## src/rtl/cocf_defs.vh

```
// Constants for the serial CMOS output clock and frame block
`ifndef COCF_DEFS_VH
`define COCF_DEFS_VH

// -----------------------------------------------------------------
// Register indexes (byte address is four times the index)
// -----------------------------------------------------------------
`define COCF_IDX_DLY        8'h1E
`define COCF_IDX_BUF        8'h1F
`define COCF_IDX_PAT_LO     8'h20
`define COCF_IDX_PAT_MID    8'h21
`define COCF_IDX_PAT_HI     8'h22
`define COCF_IDX_PATH       8'h24
`define COCF_IDX_MODE       8'h30
`define COCF_IDX_STAT       8'h31

// -----------------------------------------------------------------
// Reset values
// -----------------------------------------------------------------
`define COCF_RST_DLY        8'h00
`define COCF_RST_BUF        8'h10
`define COCF_RST_PAT        8'h00
`define COCF_RST_PATH       8'h00
`define COCF_RST_MODE       8'h00

// -----------------------------------------------------------------
// Writable field masks
// -----------------------------------------------------------------
`define COCF_MSK_DLY        8'h30
`define COCF_MSK_BUF        8'hD8
`define COCF_MSK_PAT        8'hFF
`define COCF_MSK_PAT_HI     8'h0F
`define COCF_MSK_PATH       8'h3E
`define COCF_MSK_MODE       8'h07

// -----------------------------------------------------------------
// Field positions
// -----------------------------------------------------------------
`define COCF_DLY_HI         5
`define COCF_DLY_LO         4
`define COCF_BUF_LOWDRV     7
`define COCF_BUF_INEN       6
`define COCF_BUF_OBEN       4
`define COCF_BUF_SINGLE     3
`define COCF_PATH_AVG       5
`define COCF_PATH_MUX_HI    4
`define COCF_PATH_MUX_LO    3
`define COCF_PATH_FEAT      2
`define COCF_PATH_DEC       1
`define COCF_MODE_RES_HI    1
`define COCF_MODE_RES_LO    0
`define COCF_MODE_FPIN      2

// -----------------------------------------------------------------
// Output resolution codes and frame lengths in bits
// -----------------------------------------------------------------
`define COCF_RES_14         2'h0
`define COCF_RES_16         2'h1
`define COCF_RES_18         2'h2
`define COCF_RES_20         2'h3
`define COCF_LEN_14         5'h0E
`define COCF_LEN_16         5'h10
`define COCF_LEN_18         5'h12
`define COCF_LEN_20         5'h14

// -----------------------------------------------------------------
// Widths
// -----------------------------------------------------------------
`define COCF_WORD_W         20
`define COCF_MSB            5'h13
`define COCF_IDX_ZERO       5'h00
`define COCF_IDX_ONE        5'h01

`endif

```

## src/rtl/cocf_serializer.v

```verilog
// Serializer that launches sample bits and the frame clock pattern
`timescale 1ns/1ns

module cocf_serializer
(
   // Clock and reset
   input  wire        clk_in,
   input  wire        rst_in,
   // Launch control
   input  wire        launch_in,
   input  wire [4:0]  frame_len_in,
   // Parallel words, MSB aligned
   input  wire [19:0] word_a_in,
   input  wire [19:0] word_b_in,
   input  wire [19:0] pattern_in,
   // Serial outputs
   output reg         ser_a_out,
   output reg         ser_b_out,
   output reg         frame_out,
   output reg         take_out,
   output reg  [4:0]  index_out
);

`include "cocf_defs.vh"

   reg  [19:0] hold_a_q;
   reg  [19:0] hold_b_q;
   reg  [19:0] hold_p_q;
   wire [4:0]  bit_sel;
   wire        last_bit;

   // Bit position inside the 20-bit words, MSB first
   assign bit_sel  = `COCF_MSB - index_out;
   // Greater-or-equal ends a frame cut short by a resolution change, so the
   // index never runs past the word and never selects a bit outside it
   assign last_bit = (index_out >= (frame_len_in - `COCF_IDX_ONE));

   // Launch one bit per launch pulse; words latched at frame start
   always @(posedge clk_in)
   begin
      if (rst_in)
      begin
         hold_a_q  <= 20'h00000;
         hold_b_q  <= 20'h00000;
         hold_p_q  <= 20'h00000;
         ser_a_out <= 1'b0;
         ser_b_out <= 1'b0;
         frame_out <= 1'b0;
         take_out  <= 1'b0;
         index_out <= `COCF_IDX_ZERO;
      end
      else
      begin
         take_out <= 1'b0;
         if (launch_in)
         begin
            if (index_out == `COCF_IDX_ZERO)
            begin
               // New frame: launch MSB straight from the fresh words
               hold_a_q  <= word_a_in;
               hold_b_q  <= word_b_in;
               hold_p_q  <= pattern_in;
               ser_a_out <= word_a_in[`COCF_MSB];
               ser_b_out <= word_b_in[`COCF_MSB];
               frame_out <= pattern_in[`COCF_MSB];
               take_out  <= 1'b1;
            end
            else
            begin
               ser_a_out <= hold_a_q[bit_sel];
               ser_b_out <= hold_b_q[bit_sel];
               frame_out <= hold_p_q[bit_sel];
            end
            if (last_bit)
               index_out <= `COCF_IDX_ZERO;
            else
               index_out <= index_out + `COCF_IDX_ONE;
         end
      end
   end

endmodule // cocf_serializer

```

## src/rtl/cocf_top.v

```verilog
// Serial CMOS output clocking, frame clock pattern and digital path control
// Operation
// - Bit clock delay code: none, advance 50 ps, delay 50 ps, delay 100 ps.
// - Bit clock buffer enable bit gates the output clock; resets to one.
// - Single-edge mode launches serial data on rising bit clock edges only.
// - Single-edge cleared (reset) launches data on both bit clock edges.
// - Twenty-bit frame pattern held over three byte registers, top nibble third.
// - With decimation bypassed the pattern follows the output resolution automatically.
// - Frame clock enable puts the frame clock on a data pin instead of data.
// - Feature path select zero bypasses the feature block; one routes through it.
// - Decimator enable bit turns the decimation filter on for both channels.
`timescale 1ns/1ns

module cocf_top
(
   // Clock and reset
   input  wire        CORE_CLK_IN,
   input  wire        RST_IN,
   // Wishbone classic slave
   input  wire        WB_CYC_IN,
   input  wire        WB_STB_IN,
   input  wire        WB_WE_IN,
   input  wire [9:0]  WB_ADR_IN,
   input  wire [3:0]  WB_SEL_IN,
   input  wire [31:0] WB_DAT_IN,
   output reg  [31:0] WB_DAT_OUT,
   output reg         WB_ACK_OUT,
   // Link bit clock from the capture side
   input  wire        BIT_CLOCK_INPUT_IN,
   // Sample words, MSB aligned, raw and from the feature block
   input  wire [19:0] SAMPLE_A_IN,
   input  wire [19:0] SAMPLE_B_IN,
   input  wire [19:0] FEATURE_A_IN,
   input  wire [19:0] FEATURE_B_IN,
   output wire        SAMPLE_TAKE_OUT,
   // Serial CMOS pins
   output reg         OUTPUT_BIT_CLOCK_OUT,
   output wire        SERIAL_A_OUT,
   output reg         SERIAL_B_OUT,
   // Pad controls
   output reg  [1:0]  BIT_CLOCK_DELAY_TRIM_OUT,
   output reg         REDUCED_DRIVE_SELECT_OUT,
   output reg         BIT_CLOCK_INPUT_ENABLE_OUT,
   // Digital path controls
   output reg         FEATURE_PATH_SELECT_OUT,
   output reg         DECIMATOR_ENABLE_OUT,
   output reg  [1:0]  CONVERTER_ROUTE_SELECT_OUT,
   output reg         CHANNEL_AVERAGE_ENABLE_OUT
);

`include "cocf_defs.vh"

   // ----------------------------------------------------------------
   // Functions
   // ----------------------------------------------------------------

   // Frame length in bits for a resolution code
   function [4:0] frame_len;
      input [1:0] res;
      begin
         case (res)
            `COCF_RES_14: frame_len = `COCF_LEN_14;
            `COCF_RES_16: frame_len = `COCF_LEN_16;
            `COCF_RES_18: frame_len = `COCF_LEN_18;
            default:      frame_len = `COCF_LEN_20;
         endcase
      end
   endfunction

   // Half-duty pattern: ones over the first half of the frame
   function [19:0] auto_pattern;
      input [1:0] res;
      reg   [4:0] half;
      integer     i;
      begin
         half = frame_len(res) >> 1;
         auto_pattern = 20'h00000;
         for (i = 0; i < `COCF_WORD_W; i = i + 1)
            auto_pattern[`COCF_WORD_W - 1 - i] = (i < half);
      end
   endfunction

   // Masked byte write into a register
   function [7:0] wr_byte;
      input [7:0] old;
      input [7:0] val;
      input [7:0] msk;
      begin
         wr_byte = (old & ~msk) | (val & msk);
      end
   endfunction

   // ----------------------------------------------------------------
   // Registers and signals
   // ----------------------------------------------------------------
   reg  [7:0]  dly_q;
   reg  [7:0]  buf_q;
   reg  [7:0]  pat_lo_q;
   reg  [7:0]  pat_mid_q;
   reg  [7:0]  pat_hi_q;
   reg  [7:0]  path_q;
   reg  [7:0]  mode_q;
   reg         bclk_s1_q;
   reg         bclk_s2_q;
   reg         bclk_s3_q;
   reg  [7:0]  rd_d;
   wire [7:0]  idx;
   wire        wr_en;
   wire        req;
   wire        rise;
   wire        fall;
   wire        launch;
   wire [1:0]  res;
   wire [19:0] pattern_prog;
   wire [19:0] pattern_use;
   wire [19:0] word_a;
   wire [19:0] word_b;
   wire        ser_b;
   wire        frame_bit;
   wire [4:0]  bit_index;
   wire [4:0]  frame_len_cur;

   // Bus request decode and current resolution
   assign idx   = WB_ADR_IN[9:2];
   assign req   = WB_CYC_IN & WB_STB_IN & ~WB_ACK_OUT;
   assign wr_en = req & WB_WE_IN & WB_SEL_IN[0];
   assign res   = mode_q[`COCF_MODE_RES_HI:`COCF_MODE_RES_LO];

   // Frame length for the current resolution, fed to the serializer
   assign frame_len_cur = frame_len(res);

   // ----------------------------------------------------------------
   // Wishbone slave: one wait state, ack one cycle
   // ----------------------------------------------------------------

   // Register writes on the low byte lane
   // Reserved bits are masked so they always read back as zero
   always @(posedge CORE_CLK_IN)
   begin
      if (RST_IN)
      begin
         dly_q     <= `COCF_RST_DLY;
         buf_q     <= `COCF_RST_BUF;
         pat_lo_q  <= `COCF_RST_PAT;
         pat_mid_q <= `COCF_RST_PAT;
         pat_hi_q  <= `COCF_RST_PAT;
         path_q    <= `COCF_RST_PATH;
         mode_q    <= `COCF_RST_MODE;
      end
      else if (wr_en)
      begin
         case (idx)
            `COCF_IDX_DLY:     dly_q     <= wr_byte(dly_q, WB_DAT_IN[7:0], `COCF_MSK_DLY);
            `COCF_IDX_BUF:     buf_q     <= wr_byte(buf_q, WB_DAT_IN[7:0], `COCF_MSK_BUF);
            `COCF_IDX_PAT_LO:  pat_lo_q  <= wr_byte(pat_lo_q, WB_DAT_IN[7:0], `COCF_MSK_PAT);
            `COCF_IDX_PAT_MID: pat_mid_q <= wr_byte(pat_mid_q, WB_DAT_IN[7:0], `COCF_MSK_PAT);
            `COCF_IDX_PAT_HI:  pat_hi_q  <= wr_byte(pat_hi_q, WB_DAT_IN[7:0], `COCF_MSK_PAT_HI);
            `COCF_IDX_PATH:    path_q    <= wr_byte(path_q, WB_DAT_IN[7:0], `COCF_MSK_PATH);
            `COCF_IDX_MODE:    mode_q    <= wr_byte(mode_q, WB_DAT_IN[7:0], `COCF_MSK_MODE);
            default:           mode_q    <= mode_q;
         endcase
      end
   end

   // Read data mux; unmapped indexes read zero
   // Status shows the live bit index and the synchronised link clock level
   always @*
   begin
      case (idx)
         `COCF_IDX_DLY:     rd_d = dly_q;
         `COCF_IDX_BUF:     rd_d = buf_q;
         `COCF_IDX_PAT_LO:  rd_d = pat_lo_q;
         `COCF_IDX_PAT_MID: rd_d = pat_mid_q;
         `COCF_IDX_PAT_HI:  rd_d = pat_hi_q;
         `COCF_IDX_PATH:    rd_d = path_q;
         `COCF_IDX_MODE:    rd_d = mode_q;
         `COCF_IDX_STAT:    rd_d = {2'h0, bclk_s2_q, bit_index};
         default:           rd_d = 8'h00;
      endcase
   end

   // Acknowledge and read data register
   // Ack high blocks a held request from being taken a second time
   always @(posedge CORE_CLK_IN)
   begin
      if (RST_IN)
      begin
         WB_ACK_OUT <= 1'b0;
         WB_DAT_OUT <= 32'h00000000;
      end
      else
      begin
         WB_ACK_OUT <= req;
         if (req)
            WB_DAT_OUT <= {24'h000000, rd_d};
      end
   end

   // ----------------------------------------------------------------
   // Bit clock input synchroniser and edge finder
   // ----------------------------------------------------------------

   // Two flops then an edge history flop
   // Only the second and third flops feed logic; the first may still be settling
   always @(posedge CORE_CLK_IN)
   begin
      if (RST_IN)
      begin
         bclk_s1_q <= 1'b0;
         bclk_s2_q <= 1'b0;
         bclk_s3_q <= 1'b0;
      end
      else
      begin
         bclk_s1_q <= BIT_CLOCK_INPUT_IN;
         bclk_s2_q <= bclk_s1_q;
         bclk_s3_q <= bclk_s2_q;
      end
   end

   assign rise = bclk_s2_q & ~bclk_s3_q;
   assign fall = ~bclk_s2_q & bclk_s3_q;

   // Launch on rising edges only, or on both edges
   // Single-edge mode relies on the capture side doubling the link clock
   assign launch = buf_q[`COCF_BUF_SINGLE] ? rise
                                           : (rise | fall);

   // ----------------------------------------------------------------
   // Frame pattern and data path selection
   // ----------------------------------------------------------------

   // Programmed pattern; software owns values in decimation modes
   // The three bytes are not updated together; rewrite them between frames
   assign pattern_prog = {pat_hi_q[3:0], pat_mid_q, pat_lo_q};

   // Bypass uses the resolution-derived pattern instead
   // Auto pattern keeps a half-duty frame clock at every resolution
   assign pattern_use = path_q[`COCF_PATH_DEC] ? pattern_prog
                                               : auto_pattern(res);

   // Feature block in or out of the data path
   assign word_a = path_q[`COCF_PATH_FEAT] ? FEATURE_A_IN : SAMPLE_A_IN;
   assign word_b = path_q[`COCF_PATH_FEAT] ? FEATURE_B_IN : SAMPLE_B_IN;

   // ----------------------------------------------------------------
   // Serializer
   // ----------------------------------------------------------------
   cocf_serializer u_ser
   (
      .clk_in       (CORE_CLK_IN),
      .rst_in       (RST_IN),
      .launch_in    (launch),
      .frame_len_in (frame_len_cur),
      .word_a_in    (word_a),
      .word_b_in    (word_b),
      .pattern_in   (pattern_use),
      .ser_a_out    (SERIAL_A_OUT),
      .ser_b_out    (ser_b),
      .frame_out    (frame_bit),
      .take_out     (SAMPLE_TAKE_OUT),
      .index_out    (bit_index)
   );

   // ----------------------------------------------------------------
   // Output pins and control outputs
   // ----------------------------------------------------------------

   // Output bit clock, data pin B mux and pad and path controls
   // Pin B and the bit clock leave one cycle after pin A
   // Picosecond trim cannot be made in logic; the code goes to the pad delay cell
   always @(posedge CORE_CLK_IN)
   begin
      if (RST_IN)
      begin
         OUTPUT_BIT_CLOCK_OUT       <= 1'b0;
         SERIAL_B_OUT               <= 1'b0;
         BIT_CLOCK_DELAY_TRIM_OUT   <= 2'h0;
         REDUCED_DRIVE_SELECT_OUT   <= 1'b0;
         BIT_CLOCK_INPUT_ENABLE_OUT <= 1'b0;
         FEATURE_PATH_SELECT_OUT    <= 1'b0;
         DECIMATOR_ENABLE_OUT       <= 1'b0;
         CONVERTER_ROUTE_SELECT_OUT <= 2'h0;
         CHANNEL_AVERAGE_ENABLE_OUT <= 1'b0;
      end
      else
      begin
         OUTPUT_BIT_CLOCK_OUT       <= bclk_s3_q & buf_q[`COCF_BUF_OBEN];
         SERIAL_B_OUT               <= mode_q[`COCF_MODE_FPIN] ? frame_bit : ser_b;
         BIT_CLOCK_DELAY_TRIM_OUT   <= dly_q[`COCF_DLY_HI:`COCF_DLY_LO];
         REDUCED_DRIVE_SELECT_OUT   <= buf_q[`COCF_BUF_LOWDRV];
         BIT_CLOCK_INPUT_ENABLE_OUT <= buf_q[`COCF_BUF_INEN];
         FEATURE_PATH_SELECT_OUT    <= path_q[`COCF_PATH_FEAT];
         DECIMATOR_ENABLE_OUT       <= path_q[`COCF_PATH_DEC];
         CONVERTER_ROUTE_SELECT_OUT <= path_q[`COCF_PATH_MUX_HI:`COCF_PATH_MUX_LO];
         CHANNEL_AVERAGE_ENABLE_OUT <= path_q[`COCF_PATH_AVG];
      end
   end

endmodule // cocf_top

```

## config.mk

```make
export PLATFORM = sky130hd
export DESIGN_NAME = cocf_top
export DESIGN_NICKNAME = d
export VERILOG_FILES = /design/src/rtl/cocf_serializer.v /design/src/rtl/cocf_top.v
export VERILOG_INCLUDE_DIRS = /design/src /design/src/rtl
export SDC_FILE = /design/constraint.sdc
export NUM_CORES = 1
export LEC_CHECK = 0
export BUFFER_PORTS_ARGS = -buffer_cell sky130_fd_sc_hd__buf_2
export CAP_MARGIN = 20
export CORE_UTILIZATION = 36
export DETAILED_ROUTE_END_ITERATION = 8
export GPL_TIMING_DRIVEN = 0
export SLEW_MARGIN = 15
export SYNTH_ARGS = -nofsm -noshare
export SYNTH_HDL_FRONTEND = slang
export SYNTH_SLANG_ARGS = --single-unit
export TNS_END_PERCENT = 50
```

## constraint.sdc

```tcl
create_clock -name CORE_CLK_IN -period 4.6 [get_ports CORE_CLK_IN]
set_clock_uncertainty 0.2 [all_clocks]
set_input_delay 0.92 -clock CORE_CLK_IN [delete_from_list [all_inputs] [get_ports CORE_CLK_IN]]
set_output_delay 0.92 -clock CORE_CLK_IN [all_outputs]
set_load 0.1 [all_outputs]
```

Yosys cells after proc, flatten, opt, wreduce, memory -nomap -nowiden
Index checks and enable logic that the tools add are counted.
Cells by class
  $add $sub $neg: 3
  order comparisons: 22
  equality and inequality tests: 10
  multiplexer cells: 18
  bitwise logic cells: 17
  reductions and logical operators: 11
Operators by type and width (count)
  $pmux 8 s8: 1
  $mux 20: 3
  $eq 8x6->1 const B: 6
  $lt 4x4->1 const A: 8
  $lt 5x4->1 const A: 4
  $eq 8x5->1 const B: 2
  $lt 3x4->1 const A: 4
  $or 8x6->8: 2
  $reduce_and 2->1: 8
  $bmux 1 s5: 3
  $pmux 5 s3: 1
  $mux 1: 9
  $lt 1x4->1 const A: 2
  $lt 2x4->1 const A: 2
  $or 6x8->8: 1
  $or 8x3->8: 1
  $or 8x4->8: 1
  $and 1x1->1: 7
  $lt 5x6->1 const B: 1
  $add 5x1->5 const B: 1
  $ge 5x5->1: 1
  $logic_not 5->1: 1
  $mux 5: 1
  $sub 5x1->5 const B: 1
  other kinds (7): 10
Storage, ports and cells
  bits in registers: 148
  output and inout port bits: 46
  word-level logic and storage cells: 110

Logic depth before layout (Yosys ltp)
  word-level depth: 6
  mapped depth: 9
  gate-level depth less buffers: 8

Hierarchy
From an unflattened synthesis, not the netlist that was laid out.
Second synthesis, totals
  cells, all modules: 786
  area total of the unflattened synthesis: 6641.4 sq um
By module, submodules not included
  cocf_top: instances 1, cells an instance 391, area each 3443.3 sq um, sequential area each 1141.1 sq um
  cocf_serializer: instances 1, cells an instance 395, area each 3198.1 sq um, sequential area each 1381.3 sq um

Worst setup path after synthesis
Ideal clock, no wire load.
  path type: input -> register
  from: input WB_ADR_IN[2]
  to: register path_q[2]
  library setup time: 132 ps
  arrival time: 2221 ps
  required time: 4268 ps
  setup slack: 2047 ps
  stages: 5
  buffers on the path: 1
  cell sequence: or4b_4 -> or4_1 -> buf_2 -> o21ai_1 -> a21oi_1
On the way
  word-level cells in the longest chain between the ends: 2
Ends and longest elaborated chain
  start, declared: RTL line cocf_top.v:23  | input wire [9:0] WB_ADR_IN,
  $eq 8x6->1: RTL line cocf_top.v:152  | case (idx)
  $reduce_and 2->1 (no source line)
  end signal, assigned: RTL line cocf_top.v:147  | path_q <= `COCF_RST_PATH;
  end signal, assigned: RTL line cocf_top.v:158  | `COCF_IDX_PATH: path_q <= wr_byte(path_q, WB_DAT_IN[7:0], `COCF_MSK_PATH);
  end, declared: RTL line cocf_top.v:101  | reg [7:0] path_q;
Every way passes these cells.
A chain may end at the register's enable or synchronous reset.

Worst setup path in the final report
  from: register u_ser.index_out[0]
  to: register u_ser.hold_a_q[14]
On the way
  word-level cells in the longest chain between the ends: 2
Ends and longest elaborated chain
  start, declared: RTL line cocf_serializer.v:21  | output reg [4:0] index_out
  start signal, assigned: RTL line cocf_serializer.v:50  | index_out <= `COCF_IDX_ZERO;
  start signal, assigned: RTL line cocf_serializer.v:75  | index_out <= `COCF_IDX_ZERO;
  start signal, assigned: RTL line cocf_serializer.v:77  | index_out <= index_out + `COCF_IDX_ONE;
  $logic_not 5->1 (no source line)
  $reduce_and 2->1 (no source line)
  end signal, assigned: RTL line cocf_serializer.v:60  | hold_a_q <= word_a_in;
  end, declared: RTL line cocf_serializer.v:26  | reg [19:0] hold_a_q;
Every way passes these cells.

==> flow_summary.yaml <==
clocking:
  h-tree-depth: 4
  clkTransAtPathRegs_ns: 0.06
  cts_setup_buffers: 0
  hold_buffers: 0
  cts_tree: "yes"
  numCtsBuffers: 17
  cts-root-buf: "clkbuf_16"
  clkLatencyLatePin_ns: 0.42
  clockBufferDepth: 2
  clock-sinks: 126
  cts_resized: 0
yosys:
  synth_flop_cell: "dfxtp_1"
  yosys.cell_types.count: 55
  synth_warnings: 0
  synth.top_cell.area_share: 0.399
  syn_area_per_cell_um2: 9.11
  syn_area_um2: 6320
  yosys.area.top_type: "dfxtp_1"
  seq_area_frac_synth: 0.399
  ys_ff_latch: 126
  synth_common_cells: "dfxtp_1, nor2_1, mux2i_1, a211oi_1, a21oi_1"
  synth_edf_count: 0
  yosysMostFrequentCell: "dfxtp_1"
  synth_area_leaders: "dfxtp_1, mux2i_1, a211oi_1"
  synth_cells: 693
  async_flop_share: 0
timing:
  drv_slew: 0
  final-hold-violation-count: 0
  hold_slack_ns: 0.241
  period_share: 0.656
  rsz0062_at_grt: "no"
  worst_pin_slew_ns: 0.896
  tns_ns: 0
  slew_headroom: 0.403
  max_clock_freq_ghz: 0.331
  period_needed_ns: 3.02
  setup_slack_ns: 1.58
  finalSetupViolCount: 0
placed_design:
  port_buffers: 124
  dp_slack_ns: 1.55
  hpwl_mm: 13.9
  placed_area_um2: 7300
  dp.cells: 1065
  place.gp.congestion: 0.908
floorplanning:
  start_util: 0.366
  ios: 178
  die_width_um: 134
  coreArea_um2: 17200
  row_count: 48
  die_h_um: 134
  die_area_um2: 18100
cells_and_area:
  finalNonFillerCells: 1094
  final_util: 0.458
  drive_above_1_share: 0.250
  diodes: 0
  nets: 1005
  postLayoutCellArea_um2: 7900
  area_growth_pct: 25.1
setup_path:
  cp_max_fo: 10
  rr_worst_depth: 9
  worst_setup_path_start_kind: "register"
  worstPathArrival_ns: 3.15
  end_kind: "register"
  crit_type: "register to register"
  crit_required_ns: 4.74
drt:
  vias: 5782
  drtAntennaViolNets: 0
  drt_first_pass_iters: 4
  drtIter0Drc: 422
  wl_mm: 18.7
  vias_per_cell: 5.29
  drc: 0
  routedWlPerCell_um: 17.1
pwr:
  power.density_nw_per_um2: 375
  ir_drop_mv: 0.313
  power_leakage_nw: 3.06
  total_power_mw: 2.97
global_routing:
  grtUsageTotal: 0.211
  grt_pass1_vias: 5386
  grt_antenna_before_repair: 0
  grt_start_max_net_pins: 17
  grt_pass1_wl_mm: 29.0
  grt_overflow: 0
min_path:
  hold_class: "register to register"
  hold_depth: 1
status:
  outcome: "finished clean"
flow_run:
  drv_cap: 0
==> kinds of logic after synthesis <==
logic type                 share of synthesized area
and+or+nand+nor                                0.156
AOI/OAI and AO/OA                              0.179
DFF                                            0.399
buffers and inverters                         0.0721
muxes                                          0.157
adders and majority gates                     0.0277
xor gates and xnor gates                     0.00832
other                                       0.000594
==> layer usage <==
layer	track usage	vias up	part of all wire
met5	0	-	0
met4	0.0855	0	0.022
met3	0.0465	33	0.066
met2	0.327	208	0.45
met1	0.286	2717	0.46
li1	-	2824	-
==> flip-flops by register name, indices dropped and copies added (netlist names), 2 cells and up <==
register                    count
u_ser.hold_a_q                 20
u_ser.hold_b_q                 20
u_ser.hold_p_q                 20
WB_DAT_OUT                      8
pat_lo_q                        8
pat_mid_q                       8
path_q                          5
u_ser.index_out                 5
buf_q                           4
pat_hi_q                        4
mode_q                          3
BIT_CLOCK_DELAY_TRIM_OUT        2
CONVERTER_ROUTE_SELECT_OUT      2
dly_q                           2
==> layout make-up <==
cell class	count	area [um2]
Tap cell	225	282
Timing Repair Buffer	124	621
Multi-Input combinational cell	498	3420
Sequential cell	126	2520
Buffer	75	392
Clock buffer	23	488
Inverter	17	63.8
Clock inverter	6	109
Fill cell	1710	9340
==> cells in the final DEF, fill, tap and decap left out, types with 6 or more instances in the layout <==
| cell type | synthesis | layout |
|---|---|---|
| buf_4 | 24 | 24 |
| clkbuf_1 | 29 | 31 |
| a211oi_1 | 53 | 53 |
| dfxtp_1 | 126 | 126 |
| inv_1 | 17 | 17 |
| clkbuf_16 | 0 | 17 |
| buf_1 | 6 | 6 |
| nor2b_1 | 16 | 16 |
| mux2i_1 | 57 | 57 |
| a311oi_1 | 6 | 6 |
| o21ai_1 | 9 | 9 |
| nand3_1 | 44 | 44 |
| buf_2 | 16 | 140 |
| nand2b_1 | 6 | 6 |
| o21ai_0 | 29 | 29 |
| ha_1 | 14 | 14 |
| mux4_2 | 14 | 14 |
| conb_1 | 1 | 24 |
| nand2_1 | 31 | 31 |
| nor2_1 | 70 | 70 |
| mux2_2 | 7 | 7 |
| a21oi_1 | 49 | 49 |
==> worst max-delay path: stages (launching register included) <==
cell and delay [ns]:
dfxtp_1 0.33, clkbuf_1 0.53, buf_2 0.41, inv_1 0.22
ha_1 0.29, and4_1 0.15, buf_2 0.16, buf_2 0.20
buf_2 0.21, a211oi_1 0.23
==> where the power goes <==
group	internal (mW)	leakage (nW)	switching (mW)	total (mW)
Combinational	0.134	1.74	0.292	0.426
Sequential	1.14	1.02	0.0243	1.16
Clock	0.899	0.295	0.476	1.37
==> worst paths after layout <==
kind,from,end,slack [ns]
worst min register to register,bclk_s1_q$_SDFF_PP0_,bclk_s2_q$_SDFF_PP0_,0.24
worst max register to register,u_ser.index_out[0]$_SDFFE_PP0N_,u_ser.hold_a_q[14]$_SDFFE_PP0P_,1.58
worst min-delay path,bclk_s1_q$_SDFF_PP0_,bclk_s2_q$_SDFF_PP0_,0.24
worst max-delay path,u_ser.index_out[0]$_SDFFE_PP0N_,u_ser.hold_a_q[14]$_SDFFE_PP0P_,1.58
Power figures use the tool's default switching activity.
